===== src/shared/addr_filter_pkg.sv =====
// Register map, field positions and reset values of the address filter
package addr_filter_pkg;

  // Register offsets on the local register port
  localparam logic [7:0] SERIAL_CONTROL_OFS = 8'h98;
  localparam logic [7:0] OWN_ADDRESS_OFS = 8'hA9;
  localparam logic [7:0] ADDRESS_MASK_OFS = 8'hB9;
  localparam logic [7:0] FRAMING_CTRL_OFS = 8'hC1;

  // Field positions in serial_control
  localparam int unsigned MODE0_ERR_BIT = 7;
  localparam int unsigned MODE1_BIT = 6;
  localparam int unsigned MPEN_BIT = 5;
  localparam int unsigned REN_BIT = 4;
  localparam int unsigned TX9_BIT = 3;
  localparam int unsigned RX9_BIT = 2;
  localparam int unsigned TXDONE_BIT = 1;
  localparam int unsigned RXDONE_BIT = 0;

  // Field position in the framing control register
  localparam int unsigned FRAMING_SEL_BIT = 0;

  // Reset values
  localparam logic [7:0] ADDR_RESET = 8'h00;
  localparam logic [7:0] MASK_RESET = 8'h00;
  localparam logic [7:0] READ_IDLE = 8'h00;
  localparam logic [7:0] ALL_ONES = 8'hFF;

  // Serial modes as {mode_bit0, mode_bit1}
  localparam logic [1:0] MODE_SHIFT = 2'h0;
  localparam logic [1:0] MODE_UART8 = 2'h1;
  localparam logic [1:0] MODE_UART9_FIX = 2'h2;
  localparam logic [1:0] MODE_UART9_VAR = 2'h3;

  // Register width
  localparam int unsigned REG_W = 8;

endpackage


===== src/design/uart_slave_address_filter.sv =====
// Receive address filter and serial control register of the serial port
`timescale 1ns/10ps
`default_nettype none

module uart_slave_address_filter (
  input wire logic clk_in,
  input wire logic nrst_in,
  // Register port
  input wire logic [addr_filter_pkg::REG_W-1:0] reg_addr_in,
  input wire logic [addr_filter_pkg::REG_W-1:0] reg_wdata_in,
  input wire logic reg_write_in,
  input wire logic reg_read_in,
  output logic [addr_filter_pkg::REG_W-1:0] reg_rdata_out,
  // Events from the receive and transmit frame engine
  input wire logic frame_valid_in,
  input wire logic [addr_filter_pkg::REG_W-1:0] frame_data_in,
  input wire logic frame_ninth_in,
  input wire logic frame_stop_ok_in,
  input wire logic framing_error_in,
  input wire logic tx_complete_in,
  // Control towards the frame engine
  output logic serial_mode_bit0_out,
  output logic serial_mode_bit1_out,
  output logic multiproc_enable_out,
  output logic rx_enable_out,
  output logic tx_ninth_bit_out,
  output logic framing_check_select_out,
  // Receive results and transmit done flag
  output logic rx_done_flag_out,
  output logic tx_done_flag_out,
  output logic framing_error_flag_out,
  output logic frame_accept_out,
  output logic [addr_filter_pkg::REG_W-1:0] rx_byte_out
);
  import addr_filter_pkg::*;

  //////////////////////////////////////////////////////////////////////////////
  // Declarations

  logic [REG_W-1:0] own_address_byte_q;
  logic [REG_W-1:0] address_mask_byte_q;
  logic serial_mode_bit0_q;
  logic serial_mode_bit1_q;
  logic multiproc_enable_q;
  logic rx_enable_q;
  logic tx_ninth_bit_q;
  logic rx_ninth_bit_q;
  logic tx_done_flag_q;
  logic rx_done_flag_q;
  logic framing_error_flag_q;
  logic framing_check_select_q;
  logic frame_accept_q;
  logic [REG_W-1:0] rx_byte_q;
  logic [REG_W-1:0] reg_rdata_q;
  logic [REG_W-1:0] reg_rdata_d;

  logic wr_control;
  logic wr_own;
  logic wr_mask;
  logic wr_framing;
  logic [1:0] mode;
  logic [REG_W-1:0] broadcast_pattern;
  logic [REG_W-1:0] given_bit_ok;
  logic [REG_W-1:0] bcast_bit_ok;
  logic given_match;
  logic bcast_match;
  logic address_match;
  logic address_frame;
  logic accept;
  logic serial_control_rd;

  //////////////////////////////////////////////////////////////////////////////
  // Write decode

  // One strobe at a time, so a plain address compare is enough
  assign wr_control = reg_write_in && (reg_addr_in == SERIAL_CONTROL_OFS);
  assign wr_own = reg_write_in && (reg_addr_in == OWN_ADDRESS_OFS);
  assign wr_mask = reg_write_in && (reg_addr_in == ADDRESS_MASK_OFS);
  assign wr_framing = reg_write_in && (reg_addr_in == FRAMING_CTRL_OFS);

  //////////////////////////////////////////////////////////////////////////////
  // Address registers

  // Own address byte, cleared by reset so the filter passes everything
  always_ff @(posedge clk_in or negedge nrst_in) begin
    if (!nrst_in) begin
      own_address_byte_q <= ADDR_RESET;
    end else if (wr_own) begin
      own_address_byte_q <= reg_wdata_in;
    end
  end

  // Mask byte; a zero after reset makes every bit a don't-care
  always_ff @(posedge clk_in or negedge nrst_in) begin
    if (!nrst_in) begin
      address_mask_byte_q <= MASK_RESET;
    end else if (wr_mask) begin
      address_mask_byte_q <= reg_wdata_in;
    end
  end

  //////////////////////////////////////////////////////////////////////////////
  // Address comparison

  // The broadcast pattern is never stored, so it follows both registers at once
  assign broadcast_pattern = own_address_byte_q | address_mask_byte_q;

  // Per-bit compare: a bit passes when it is masked off or when it agrees
  for (genvar b = 0; b < REG_W; b++) begin : g_bit
    assign given_bit_ok[b] = !address_mask_byte_q[b]
                             || (frame_data_in[b] == own_address_byte_q[b]);
    assign bcast_bit_ok[b] = !broadcast_pattern[b] || frame_data_in[b];
  end

  assign given_match = &given_bit_ok;
  assign bcast_match = &bcast_bit_ok;
  assign address_match = given_match || bcast_match;

  //////////////////////////////////////////////////////////////////////////////
  // Frame acceptance

  assign mode = {serial_mode_bit0_q, serial_mode_bit1_q};

  // What counts as an address frame depends on the mode
  always_comb begin
    address_frame = 1'b0;
    case (mode)
      MODE_SHIFT: begin
        address_frame = 1'b0;
      end
      MODE_UART8: begin
        address_frame = frame_stop_ok_in;
      end
      MODE_UART9_FIX, MODE_UART9_VAR: begin
        address_frame = frame_ninth_in;
      end
      default: begin
        address_frame = 1'b0;
      end
    endcase
  end

  // A frame is taken only while receive is on and software has cleared rx done for the
  // previous byte; with multiprocessor enable outside shift mode it must also hit an address.
  // Holding off while rx done is set keeps the last byte from being overwritten.
  always_comb begin
    accept = 1'b0;
    if (frame_valid_in && rx_enable_q && !rx_done_flag_q) begin
      if (!multiproc_enable_q || (mode == MODE_SHIFT)) begin
        accept = 1'b1;
      end else begin
        accept = address_frame && address_match;
      end
    end
  end

  //////////////////////////////////////////////////////////////////////////////
  // Serial control register

  // Mode, enables and transmit ninth bit are plain software fields; bit 7 is the
  // first mode bit only while the framing check select is clear
  always_ff @(posedge clk_in or negedge nrst_in) begin
    if (!nrst_in) begin
      serial_mode_bit0_q <= 1'b0;
      serial_mode_bit1_q <= 1'b0;
      multiproc_enable_q <= 1'b0;
      rx_enable_q <= 1'b0;
      tx_ninth_bit_q <= 1'b0;
    end else if (wr_control) begin
      if (!framing_check_select_q) begin
        serial_mode_bit0_q <= reg_wdata_in[MODE0_ERR_BIT];
      end
      serial_mode_bit1_q <= reg_wdata_in[MODE1_BIT];
      multiproc_enable_q <= reg_wdata_in[MPEN_BIT];
      rx_enable_q <= reg_wdata_in[REN_BIT];
      tx_ninth_bit_q <= reg_wdata_in[TX9_BIT];
    end
  end

  // Received ninth bit: the stop bit in 8-bit mode, the ninth data bit in the two 9-bit modes
  always_ff @(posedge clk_in or negedge nrst_in) begin
    if (!nrst_in) begin
      rx_ninth_bit_q <= 1'b0;
    end else if (accept && (mode != MODE_SHIFT)) begin
      if (mode == MODE_UART8) begin
        rx_ninth_bit_q <= frame_stop_ok_in;
      end else begin
        rx_ninth_bit_q <= frame_ninth_in;
      end
    end else if (wr_control) begin
      rx_ninth_bit_q <= reg_wdata_in[RX9_BIT];
    end
  end

  // Receive done: a hardware set beats a software clear in the same cycle
  always_ff @(posedge clk_in or negedge nrst_in) begin
    if (!nrst_in) begin
      rx_done_flag_q <= 1'b0;
    end else if (accept) begin
      rx_done_flag_q <= 1'b1;
    end else if (wr_control) begin
      rx_done_flag_q <= reg_wdata_in[RXDONE_BIT];
    end
  end

  // Transmit done, same set-wins arrangement
  always_ff @(posedge clk_in or negedge nrst_in) begin
    if (!nrst_in) begin
      tx_done_flag_q <= 1'b0;
    end else if (tx_complete_in) begin
      tx_done_flag_q <= 1'b1;
    end else if (wr_control) begin
      tx_done_flag_q <= reg_wdata_in[TXDONE_BIT];
    end
  end

  // Framing error is sticky: only software or reset clears it, never a good frame.
  // Software reaches it through bit 7 only while the framing check is selected.
  always_ff @(posedge clk_in or negedge nrst_in) begin
    if (!nrst_in) begin
      framing_error_flag_q <= 1'b0;
    end else if (framing_error_in && framing_check_select_q) begin
      framing_error_flag_q <= 1'b1;
    end else if (wr_control && framing_check_select_q) begin
      framing_error_flag_q <= reg_wdata_in[MODE0_ERR_BIT];
    end
  end

  // Framing check select, kept in a small control register of its own
  always_ff @(posedge clk_in or negedge nrst_in) begin
    if (!nrst_in) begin
      framing_check_select_q <= 1'b0;
    end else if (wr_framing) begin
      framing_check_select_q <= reg_wdata_in[FRAMING_SEL_BIT];
    end
  end

  //////////////////////////////////////////////////////////////////////////////
  // Received byte and accept pulse

  // The byte is captured only for accepted frames, so a rejected address
  // leaves the previous byte in place for software
  always_ff @(posedge clk_in or negedge nrst_in) begin
    if (!nrst_in) begin
      rx_byte_q <= READ_IDLE;
    end else if (accept) begin
      rx_byte_q <= frame_data_in;
    end
  end

  always_ff @(posedge clk_in or negedge nrst_in) begin
    if (!nrst_in) begin
      frame_accept_q <= 1'b0;
    end else begin
      frame_accept_q <= accept;
    end
  end

  //////////////////////////////////////////////////////////////////////////////
  // Read path

  // Bit 7 shows whichever field the framing check select currently exposes
  always_comb begin
    serial_control_rd = framing_check_select_q ? framing_error_flag_q : serial_mode_bit0_q;
  end

  // Unmapped addresses read as zero
  always_comb begin
    reg_rdata_d = READ_IDLE;
    case (reg_addr_in)
      SERIAL_CONTROL_OFS: begin
        reg_rdata_d[MODE0_ERR_BIT] = serial_control_rd;
        reg_rdata_d[MODE1_BIT] = serial_mode_bit1_q;
        reg_rdata_d[MPEN_BIT] = multiproc_enable_q;
        reg_rdata_d[REN_BIT] = rx_enable_q;
        reg_rdata_d[TX9_BIT] = tx_ninth_bit_q;
        reg_rdata_d[RX9_BIT] = rx_ninth_bit_q;
        reg_rdata_d[TXDONE_BIT] = tx_done_flag_q;
        reg_rdata_d[RXDONE_BIT] = rx_done_flag_q;
      end
      OWN_ADDRESS_OFS: begin
        reg_rdata_d = own_address_byte_q;
      end
      ADDRESS_MASK_OFS: begin
        reg_rdata_d = address_mask_byte_q;
      end
      FRAMING_CTRL_OFS: begin
        reg_rdata_d[FRAMING_SEL_BIT] = framing_check_select_q;
      end
      default: begin
        reg_rdata_d = READ_IDLE;
      end
    endcase
  end

  // Read data stand only in the cycle after the strobe and drop to zero after
  always_ff @(posedge clk_in or negedge nrst_in) begin
    if (!nrst_in) begin
      reg_rdata_q <= READ_IDLE;
    end else if (reg_read_in) begin
      reg_rdata_q <= reg_rdata_d;
    end else begin
      reg_rdata_q <= READ_IDLE;
    end
  end

  //////////////////////////////////////////////////////////////////////////////
  // Outputs

  assign reg_rdata_out = reg_rdata_q;
  assign serial_mode_bit0_out = serial_mode_bit0_q;
  assign serial_mode_bit1_out = serial_mode_bit1_q;
  assign multiproc_enable_out = multiproc_enable_q;
  assign rx_enable_out = rx_enable_q;
  assign tx_ninth_bit_out = tx_ninth_bit_q;
  assign framing_check_select_out = framing_check_select_q;
  assign rx_done_flag_out = rx_done_flag_q;
  assign tx_done_flag_out = tx_done_flag_q;
  assign framing_error_flag_out = framing_error_flag_q;
  assign frame_accept_out = frame_accept_q;
  assign rx_byte_out = rx_byte_q;

endmodule

`default_nettype wire


===== config.mk =====
export PLATFORM = sky130hd
export DESIGN_NAME = uart_slave_address_filter
export DESIGN_NICKNAME = d
export VERILOG_FILES = /design/src/shared/addr_filter_pkg.sv /design/src/design/uart_slave_address_filter.sv
export SDC_FILE = /design/constraint.sdc
export NUM_CORES = 1
export LEC_CHECK = 0
export BUFFER_PORTS_ARGS = -buffer_cell sky130_fd_sc_hd__buf_4
export CAP_MARGIN = 10
export CORE_MARGIN = 4
export CORE_UTILIZATION = 47
export DETAILED_ROUTE_END_ITERATION = 8
export PLACE_DENSITY = 0.82
export SETUP_SLACK_MARGIN = 0.5
export SLEW_MARGIN = 0
export SYNTH_ARGS = -nofsm -noshare
export SYNTH_HDL_FRONTEND = slang
export SYNTH_SLANG_ARGS = --single-unit

===== constraint.sdc =====
create_clock -name clk_in -period 2.39 [get_ports clk_in]
set_input_delay 0.1195 -clock clk_in [delete_from_list [all_inputs] [get_ports clk_in]]
set_output_delay 0.1195 -clock clk_in [all_outputs]
set_load 0.1 [all_outputs]

==> results of run 1 <==
metrics by stage:
step                std cells  hold WS [ns]  setup WS [ns]
global route              291        0.0107          0.512
global placement          281         0.134          0.501
detailed placement        281         0.143          0.465
finish                    291        0.0128          0.589
CTS                       290       0.00628          0.535
floorplan                 172        -0.176          0.527
critical path, delay by kind of cell (launching register included):
| kind | cells | cell delay (ns) |
|---|---|---|
| compound gates | 3 | 0.45 |
| flops | 1 | 0.42 |
| simple gates | 1 | 0.39 |
| mux | 1 | 0.26 |
| buf+inv | 1 | 0.16 |
sequential cells by signal, indices dropped and copies added (netlist names), 8 cells and up:
name,cells
address_mask_byte_q,8
own_address_byte_q,8
reg_rdata_out,8
rx_byte_out,8
worst max-delay path by stage:
| stage | start | to | slack [ns] | cells after the start |
|---|---|---|---|---|
| global route | own_address_byte_q[6]$_DFFE_PN0P_ | rx_byte_out[7]$_DFFE_PN0P_ | 0.51 | 6 |
| finish | own_address_byte_q[6]$_DFFE_PN0P_ | rx_byte_out[1]$_DFFE_PN0P_ | 0.59 | 6 |
| global placement | own_address_byte_q[0]$_DFFE_PN0P_ | rx_byte_out[7]$_DFFE_PN0P_ | 0.50 | 5 |
| floorplan | serial_mode_bit0_out$_DFFE_PN0P_ | rx_byte_out[0]$_DFFE_PN0P_ | 0.53 | 4 |
| CTS | own_address_byte_q[0]$_DFFE_PN0P_ | rx_byte_out[1]$_DFFE_PN0P_ | 0.53 | 5 |
| detailed placement | reg_addr_in[2] | serial_mode_bit0_out$_DFFE_PN0P_ | 0.47 | 5 |
cell type report:
cell class	count	area, µm²	share of cell area [%]
clock buffers	7	86.3	3.17
clock inverters	1	5.00	0.184
inverters	3	11.3	0.414
multi-input cells	124	980	36.0
flip-flops and latches	43	1090	40.0
well taps	50	62.6	2.30
repair buffers	63	488	17.9
kinds of logic after synthesis:
group / after synthesis / share of synthesized area [%]
simple gates: 44 / 11.9
flops: 43 / 51.8
compound gates: 39 / 14.2
mux: 33 / 17.8
xor+xnor: 8 / 3.38
buf+inv: 5 / 0.964
routing by layer:
metal	vias to the layer above	GRT usage [%]
li1	772	-
met1	832	24.9
met2	73	33.1
met3	10	5.41
met4	0	4.55
met5	-	0
layout by cell type, fill, tap and decap left out, types with 3 or more instances in the layout:
cell type / count
mux2_2: 31
and3_1: 3
nand2_1: 15
nor3_1: 3
clkbuf_8: 6
xor2_1: 8
o21ai_0: 4
a211oi_1: 7
buf_4: 61
dfrtp_1: 38
dfrtp_4: 3
nor2_1: 9
a22oi_1: 12
o21bai_1: 4
inv_1: 3
where the power goes:
group          internal (W)  total (W)  switching [W]  leakage (nW)
clock network      0.000233   0.000474       0.000241        0.0482
logic              0.000189   0.000698       0.000509         0.717
registers          0.000799   0.000859      0.0000603         0.575
total               0.00122    0.00203       0.000810          1.34
what timing repair did:
action                                 in CTS  in global routing
hold buffers                                1                  0
endpoints found under the hold margin      43                  0
resized for setup                           0                  0
pin swaps                                   1                  1
setup endpoints to repair                   8                  8
buffers inserted                            0                  1
==> impl_results.md, run 1 <==
* Status: completed
* Synth Instances at 172
* Pwr/cell area at 746 mW/mm²
* Final Wtd Congestion at 0.901
* Critical-path top delay cell: dfrtp_1
* Least-Margin Pin Slew at 0.637 ns
* Setup Viol. Count Final at 0
* Worst Hold End: tx_done_flag_out$_DFFE_PN0P_
* CTS tree: done
* ANT nets after route at 0
* Final hold vios at 0
* WP data required at 2.57 ns
* Num Clock Sinks at 43
* DR vias/cell at 5.80
* I/O pin count at 59
* Max-cap viol count at 0
* Final wirelength at 5.16 mm
* Worst Setup End Kind: flop
* Critical Path AT at 1.99 ns
* Initial Util at 50.1%
* Final Power at 0.00203 W
* Highest Signal Layer: met4
* # diodes at 0
* Fmax at 555 MHz
* Core Box Area at 0.00414 mm²
* Startpoint Class: flop
* Reg clk slew, reported paths at 0.08 ns
* Share of layout cells above drive strength 1 at 46.1%
* CP max stage delay at 0.42 ns
* Max H-tree Level at 2
* Routed len/inst at 17.7 µm
* DRT iter0 DRCs at 135
* Synth Warn # at 0
* Met1 wire length at 2.12 mm
* First-pass GRT wire length at 7.98 mm
* Crit-path cells: o21bai_1, o2111ai_1, nor3_1, o31ai_4, buf_12, mux2_2
* CTS buffer count at 5
* Die Y at 74.5 µm
* Most frequent cell after synthesis: dfrtp_1
* # fillers at 345
* Avg Synthesized Cell Area at 12.1 µm²
* FF-to-FF End: rx_byte_out[1]$_DFFE_PN0P_
* Total negative slack at 0 ns
* Maximum ir drop on the vdd rail at 0.701 mV
* Worst hold path class: primary input to flop
* Clock Tree Buf Depth at 2
* Max Slew Vio Count at 0
* Ranking of synthesized cells by area: dfrtp_1 (52%), mux2_2 (17%), a22oi_1 (4.3%)
* Post-synth ARST share at 100%
* Hold path depth at 2
* Die ar. at 0.00554 mm²
* Nets at 273
* Layout Skew at 0.00725 ns
* Predominant post-synthesis flop cell: dfrtp_1
* Synthesized Nets at 205
* Final min period at 1.80 ns
* Largest net degree at the start of global routing at 44
* Post-synth EDFFs at 0
* Tot GR Track Use at 19.5%
* Synthesized cell area at 0.00208 mm²
* Initial antenna violation count at 0
* Cell taking the most area after synthesis: dfrtp_1
* Die Span X at 74.5 µm
* DRC at 0
* DR pass1 iterations at 4
* Synthesized flop and latch total at 43
* Routed wl met2 at 2.56 mm
* CP Max Fanout at 10
* Post-synthesis cell type count at 37
* Met3 wire length at 414 µm
* Worst Min Path Start: tx_complete_in
* Root buf cell: clkbuf_8
* Final Cell Area at 0.00272 mm²
* Reg-to-reg startpoint: own_address_byte_q[6]$_DFFE_PN0P_
* RSZ-0062 raised after global routing: no
* Worst reg-to-reg path cell count at 6
* Worst-Skew Late Latency at 0.30 ns
* Synth top area share at 51.8%
* Synth-to-layout area growth at 31.2%
* Slew headroom at 57.2%
* Grt ovf at 0
* FP Rows at 23
* Final core utilization at 65.7%
* Final period utilization at 75.4%
* Port buffer count at 58
* Vias in the first global route at 1634
* Synth top cells by count: dfrtp_1 (43), mux2_2 (31), nand2_1 (15)
* Placed Area at 0.00260 mm²
* Crit Path Class: flop to flop
* Detailed placement HPWL at 3.74 mm
* Seq/Total Area, Yosys at 51.8%
* Routed vias at 1687
* R2R setup slack at 0.59 ns
* Pleak at 1.34 nW
No activity file was read; power rests on OpenSTA's default activity.
==> run 2: changes to the inputs <==
==> constraint.sdc (replaced) <==
create_clock -name clk_in -period 1.83 [get_ports clk_in]
set_input_delay 0.0915 -clock clk_in [delete_from_list [all_inputs] [get_ports clk_in]]
set_output_delay 0.0915 -clock clk_in [all_outputs]
set_load 0.1 [all_outputs]
==> run 2 against run 1 <==
  * First-iteration DRC count shrank 45%
  * Sequential share of layout area decreased by 2.7 points
  * Via count is 2.8% higher
  * Critical path depth did not move
  * Die area unchanged
  * Sequential power grew 30%
  * Largest power group unchanged
  * Hold slack got worse by 0.0053 ns
  * Non-clock buffer count up 20
  * Critical endpoint is now rx_byte_out[2]$_DFFE_PN0P_
  * Highest routed layer unchanged
  * Cell count grew 6.9%
  * Worst setup slack worse by 0.54 ns
  * Clock power rose by 24%
  * Clock-buffer cell count is 2 lower
==> impl_results.md, run 2 (synthesis gave the netlist of run 1 again) <==
* WP data required at 2.02 ns
* Detailed placement HPWL at 3.88 mm
* Vias in the first global route at 1760
* Maximum ir drop on the vdd rail at 0.543 mV
* Non-filler instance count after layout at 311
* Slew headroom at 65.4%
* Status: completed
* Placed Area at 0.00275 mm²
* Port buffer count at 58
* ANT nets after route at 0
* Setup Viol. Count Final at 0
* Largest net degree at the start of global routing at 44
* Final Wtd Congestion at 0.822
* Hold slack at 0.00753 ns
* Final period utilization at 97.3%
* I/O pin count at 59
* Final Power at 0.00272 W
* Final wirelength at 5.29 mm
* CP Max Fanout at 8
* Die Y at 74.5 µm
* RSZ-0062 raised after global routing: yes
* First-pass GRT wire length at 8.36 mm
* Num Clock Sinks at 43
* Critical Path AT at 1.97 ns
* Die Span X at 74.5 µm
* DR pass1 iterations at 4
* Worst-Skew Late Latency at 0.30 ns
* Most common cell after layout, fill and taps aside: buf_4
* Max H-tree Level at 2
* Tot GR Track Use at 20.2%
* Least-Margin Pin Slew at 0.519 ns
* Initial antenna violation count at 0
* Worst hold path class: primary input to flop
* Worst Setup End Kind: flop
* Synth-to-layout area growth at 41.7%
* Clock Tree Buf Depth at 2
* DRT iter0 DRCs at 74
* FP Rows at 23
* Layout Skew at 0.00468 ns
* Routed vias at 1734
* Nets at 293
* Pwr/cell area at 926 mW/mm²
* Final min period at 1.78 ns
* # fillers at 310
* Initial Util at 50.1%
* Pleak at 1.47 nW
* Share of layout cells above drive strength 1 at 54.4%
* # diodes at 0
* Max-cap viol count at 0
* CTS buffer count at 5
* Crit Path Class: flop to flop
* Grt ovf at 0
* Startpoint Class: flop
* Die ar. at 0.00554 mm²
* DR vias/cell at 5.58
* Reg clk slew, reported paths at 0.08 ns
* Fmax at 562 MHz
* DRC at 0
* Final hold vios at 0
* Final core utilization at 71.0%
* Final Cell Area at 0.00294 mm²
* Core Box Area at 0.00414 mm²
* Max Slew Vio Count at 0
* CTS tree: done
* Root buf cell: clkbuf_8
* Most frequent cells in the layout: buf_4 (79), dfrtp_1 (34), mux2_2 (23)
* Routed len/inst at 17.0 µm
* Placed cells at 292
-- run 2: routing by layer --
metal	share of wire (%)	global-route usage (%)
met5	0	0
met2	53	35.5
met1	39	24.8
met4	1.1	6.52
met3	6.8	3.92
-- run 2: path summary, 6_finish.rpt --
check	startpoint	to	slack, ns	cells after the start
worst min-delay path	reg_read_in	reg_rdata_out[0]$_DFF_PN0_	0.008	2
min in group asynchronous	nrst_in	reg_rdata_out[3]$_DFF_PN0_	0.31	2
worst min register to register	tx_done_flag_out$_DFFE_PN0P_	tx_done_flag_out$_DFFE_PN0P_	0.51	1
worst max-delay path	own_address_byte_q[0]$_DFFE_PN0P_	rx_byte_out[2]$_DFFE_PN0P_	0.05	6
max in group asynchronous	nrst_in	serial_mode_bit1_out$_DFFE_PN0P_	1.12	2
worst max register to register	own_address_byte_q[0]$_DFFE_PN0P_	rx_byte_out[2]$_DFFE_PN0P_	0.05	6
-- run 2: repair_timing --
item | CTS | global route
gates resized for setup | 2 | 4
hold buffers | 2 | 0
setup buffers | 4 | 5
pin swaps | 8 | 10
hold endpoints to repair | 44 | 0
setup endpoints to repair | 11 | 12
-- run 2: area by class of cell --
type | instances | area, µm² | area share (%)
Multi-Input combinational cell | 124 | 1040 | 35.4
Timing Repair Buffer | 83 | 644 | 21.9
Tap cell | 50 | 62.6 | 2.13
Clock inverter | 3 | 15.0 | 0.510
Inverter | 3 | 11.3 | 0.383
Sequential cell | 43 | 1100 | 37.3
Clock buffer | 5 | 68.8 | 2.34
-- run 2: stage by stage --
stage          TNS (ns)  worst slack, ns
2_1_floorplan    -0.261          -0.0326
3_3_place_gp          0           0.0780
3_5_place_dp          0           0.0489
4_1_cts               0           0.0728
5_1_grt          -0.146          -0.0262
6_report              0           0.0500
-- run 2: power breakdown --
group	internal, W	switching, W	total [W]
logic	0.000321	0.000692	0.00101
clock network	0.000261	0.000327	0.000588
registers	0.00104	0.0000782	0.00112
total	0.00163	0.00110	0.00272
-- run 2: worst max-delay path: stages, from the launching register on --
cell and delay, ns:
dfrtp_1 0.42, xor2_1 0.15, a22oi_1 0.10, and4_4 0.21, o31ai_4 0.31, buf_12 0.18
mux2_4 0.30
==> run 3: changes to the inputs <==
--- a/config.mk
+++ b/config.mk
@@ -10,9 +10,10 @@
 export CORE_MARGIN = 4
 export CORE_UTILIZATION = 47
 export DETAILED_ROUTE_END_ITERATION = 8
-export PLACE_DENSITY = 0.82
+export PLACE_DENSITY = 0.75
 export SETUP_SLACK_MARGIN = 0.5
 export SLEW_MARGIN = 0
 export SYNTH_ARGS = -nofsm -noshare
 export SYNTH_HDL_FRONTEND = slang
 export SYNTH_SLANG_ARGS = --single-unit
+export TNS_END_PERCENT = 10
==> run 3 against run 2 <==
  * Wire length rose by 7.8%
  * Flip-flop and latch count did not move
  * Via count fell by 0.92%
  * Non-clock buffer count fell by 4
  * Highest routed layer unchanged
  * Sequential share of layout area fell by 0.13 points
  * Cell area fell by 0.34%
  * Clock skew rose by 0.0078 ns
  * Register-to-register slack got worse by 0.06 ns
  * The flow now finishes with violations (negative setup slack)
  * Combinational power barely moved
  * Cell count fell by 1.3%
  * Critical endpoint is now rx_byte_out[3]$_DFFE_PN0P_
  * Hold slack improved by 0.00058 ns
  * Sequential power barely moved
==> impl_results.md, run 3 (synthesis gave the netlist of run 1 again) <==
* Setup Viol. Count Final at 8
* WP data required at 2.02 ns
* Maximum ir drop on the vdd rail at 0.583 mV
* Critical Path AT at 2.03 ns
* Worst hold path class: primary input to flop
* Final Wtd Congestion at 0.918
* Final min period at 1.84 ns
* Max Slew Vio Count at 0
* Root buf cell: clkbuf_8
* CTS buffer count at 5
* Pleak at 1.47 nW
* Vias in the first global route at 1844
* Routed len/inst at 18.6 µm
* DR vias/cell at 5.60
* Routed wl met2 at 3.01 mm
* Hold slack at 0.00811 ns
* Routed vias at 1718
* Final wirelength at 5.70 mm
* Worst-Skew Late Latency at 0.30 ns
* FP Rows at 23
* CTS tree: done
* Die Y at 74.5 µm
* Pwr/cell area at 970 mW/mm²
* Startpoint Class: flop
* CP max stage delay at 0.43 ns
* Placed Area at 0.00271 mm²
* Least-Margin Pin Slew at 0.533 ns
* Grt ovf at 0
* Die Span X at 74.5 µm
* DR pass1 iterations at 4
* Initial antenna violation count at 0
* Most frequent cells in the layout: buf_4 (75), dfrtp_1 (38), mux2_2 (23)
* Status: finished with violations
* Slew headroom at 64.5%
* Detailed placement HPWL at 3.90 mm
* Largest net degree at the start of global routing at 44
* Core Box Area at 0.00414 mm²
* CP startpoint: own_address_byte_q[0]$_DFFE_PN0P_
* Crit Path Class: flop to flop
* Share of layout cells above drive strength 1 at 49.8%
* Tot GR Track Use at 21.9%
* DRC at 0
* Clock Tree Buf Depth at 2
* CP Max Fanout at 5
* Setup WS post-layout at -0.00775 ns
* I/O pin count at 59
* Worst Setup End Kind: flop
* Nets at 289
* Num Clock Sinks at 43
* Die ar. at 0.00554 mm²
* Layout Skew at 0.0125 ns
* Final Cell Area at 0.00293 mm²
* Max-cap viol count at 0
* Failing checks: negative setup slack
* Final hold vios at 0
* DRT iter0 DRCs at 111
* First-pass GRT wire length at 9.05 mm
* Reg-to-reg startpoint: own_address_byte_q[0]$_DFFE_PN0P_
* Worst Min Path Start: framing_error_in
* ANT nets after route at 0
* Worst slack, placed at 0.0284 ns
* Reg clk slew, reported paths at 0.08 ns
* # diodes at 0
* Most common cell after layout, fill and taps aside: buf_4
* Final period utilization at 100%
* RSZ-0062 raised after global routing: yes
* Synth-to-layout area growth at 41.2%
* Initial Util at 50.1%
* Met3 wire length at 300 µm
* Highest Signal Layer: met4
* Max H-tree Level at 2
* Critical Path Most Common Cell: buf_4
* Crit-path cells: o21bai_1, o2111ai_1, nor3_1, buf_4, o31ai_4, buf_4, buf_12, mux2_4
* Port buffer count at 58
* Fmax at 544 MHz
* Critical-path top delay cell: dfrtp_1
* Met1 wire length at 2.30 mm
==> run 3: cell types whose count changed in the layout (fill, tap and decap cells not counted), moves of 2 or more <==
cell      before  now
dfrtp_2        5    2
clkinv_2       3    0
buf_4         79   75
clkbuf_1       0    2
dfrtp_1       34   38
==> run 3: routing by layer <==
metal / global-route usage [%] / vias to the layer above
met5: 0 / -
met4: 7.11 / 0
met3: 4.73 / 12
met2: 38.2 / 49
met1: 26.9 / 853
li1: - / 804
==> run 3: per-stage QoR <==
step / power [W] / TNS [ns] / instances / utilization, %
6_report: 0.00284 / -0.0375 / 307 / 70.7
5_1_grt: 0.00294 / -0.638 / 307 / 70.7
4_1_cts: 0.00285 / 0 / 307 / 70.7
3_5_place_dp: 0.00210 / 0 / 288 / 65.3
3_3_place_gp: 0.00210 / 0 / 288 / 65.3
2_1_floorplan: 0.00183 / -0.261 / 172 / -
==> run 3: worst max-delay path, delay by kind of cell, from the launching register on <==
kind / cells / cell delay (ns)
buffers and inverters: 3 / 0.44
and+or+nand+nor: 1 / 0.15
muxes: 1 / 0.29
DFF: 1 / 0.43
AOI/OAI and AO/OA: 3 / 0.42
==> run 3: path summary, 6_finish.rpt <==
check,end,slack (ns),cells after the start
max,rx_byte_out[3]$_DFFE_PN0P_,-0.008,8
min,framing_error_flag_out$_DFFE_PN0P_,0.008,2
max reg2reg,rx_byte_out[3]$_DFFE_PN0P_,-0.008,8
min reg2reg,rx_byte_out[6]$_DFFE_PN0P_,0.53,1
max in group asynchronous,serial_mode_bit1_out$_DFFE_PN0P_,1.10,2
min in group asynchronous,own_address_byte_q[3]$_DFFE_PN0P_,0.31,2
==> run 3: cell type report <==
cell class              count  area [µm²]
well taps                  50        62.6
fillers                   319        1210
multi-input cells         124        1030
clock buffers               7        76.3
clock inverters             1        30.0
repair buffers             79         631
inverters                   3        11.3
flip-flops and latches     43        1090
==> run 3: power by group <==
part | leakage (nW) | internal [W] | total, W | switching [W]
clock network | 0.0524 | 0.000409 | 0.000733 | 0.000324
registers | 0.575 | 0.00104 | 0.00112 | 0.0000752
logic | 0.840 | 0.000302 | 0.000992 | 0.000690
==> run 3: what timing repair did <==
item	4_1_cts	5_1_grt
setup buffers	8	0
pin swaps	5	4
setup endpoints to repair	11	11
hold endpoints to repair	44	0
hold buffers	2	0
gates resized for setup	3	0
cloned	1	0
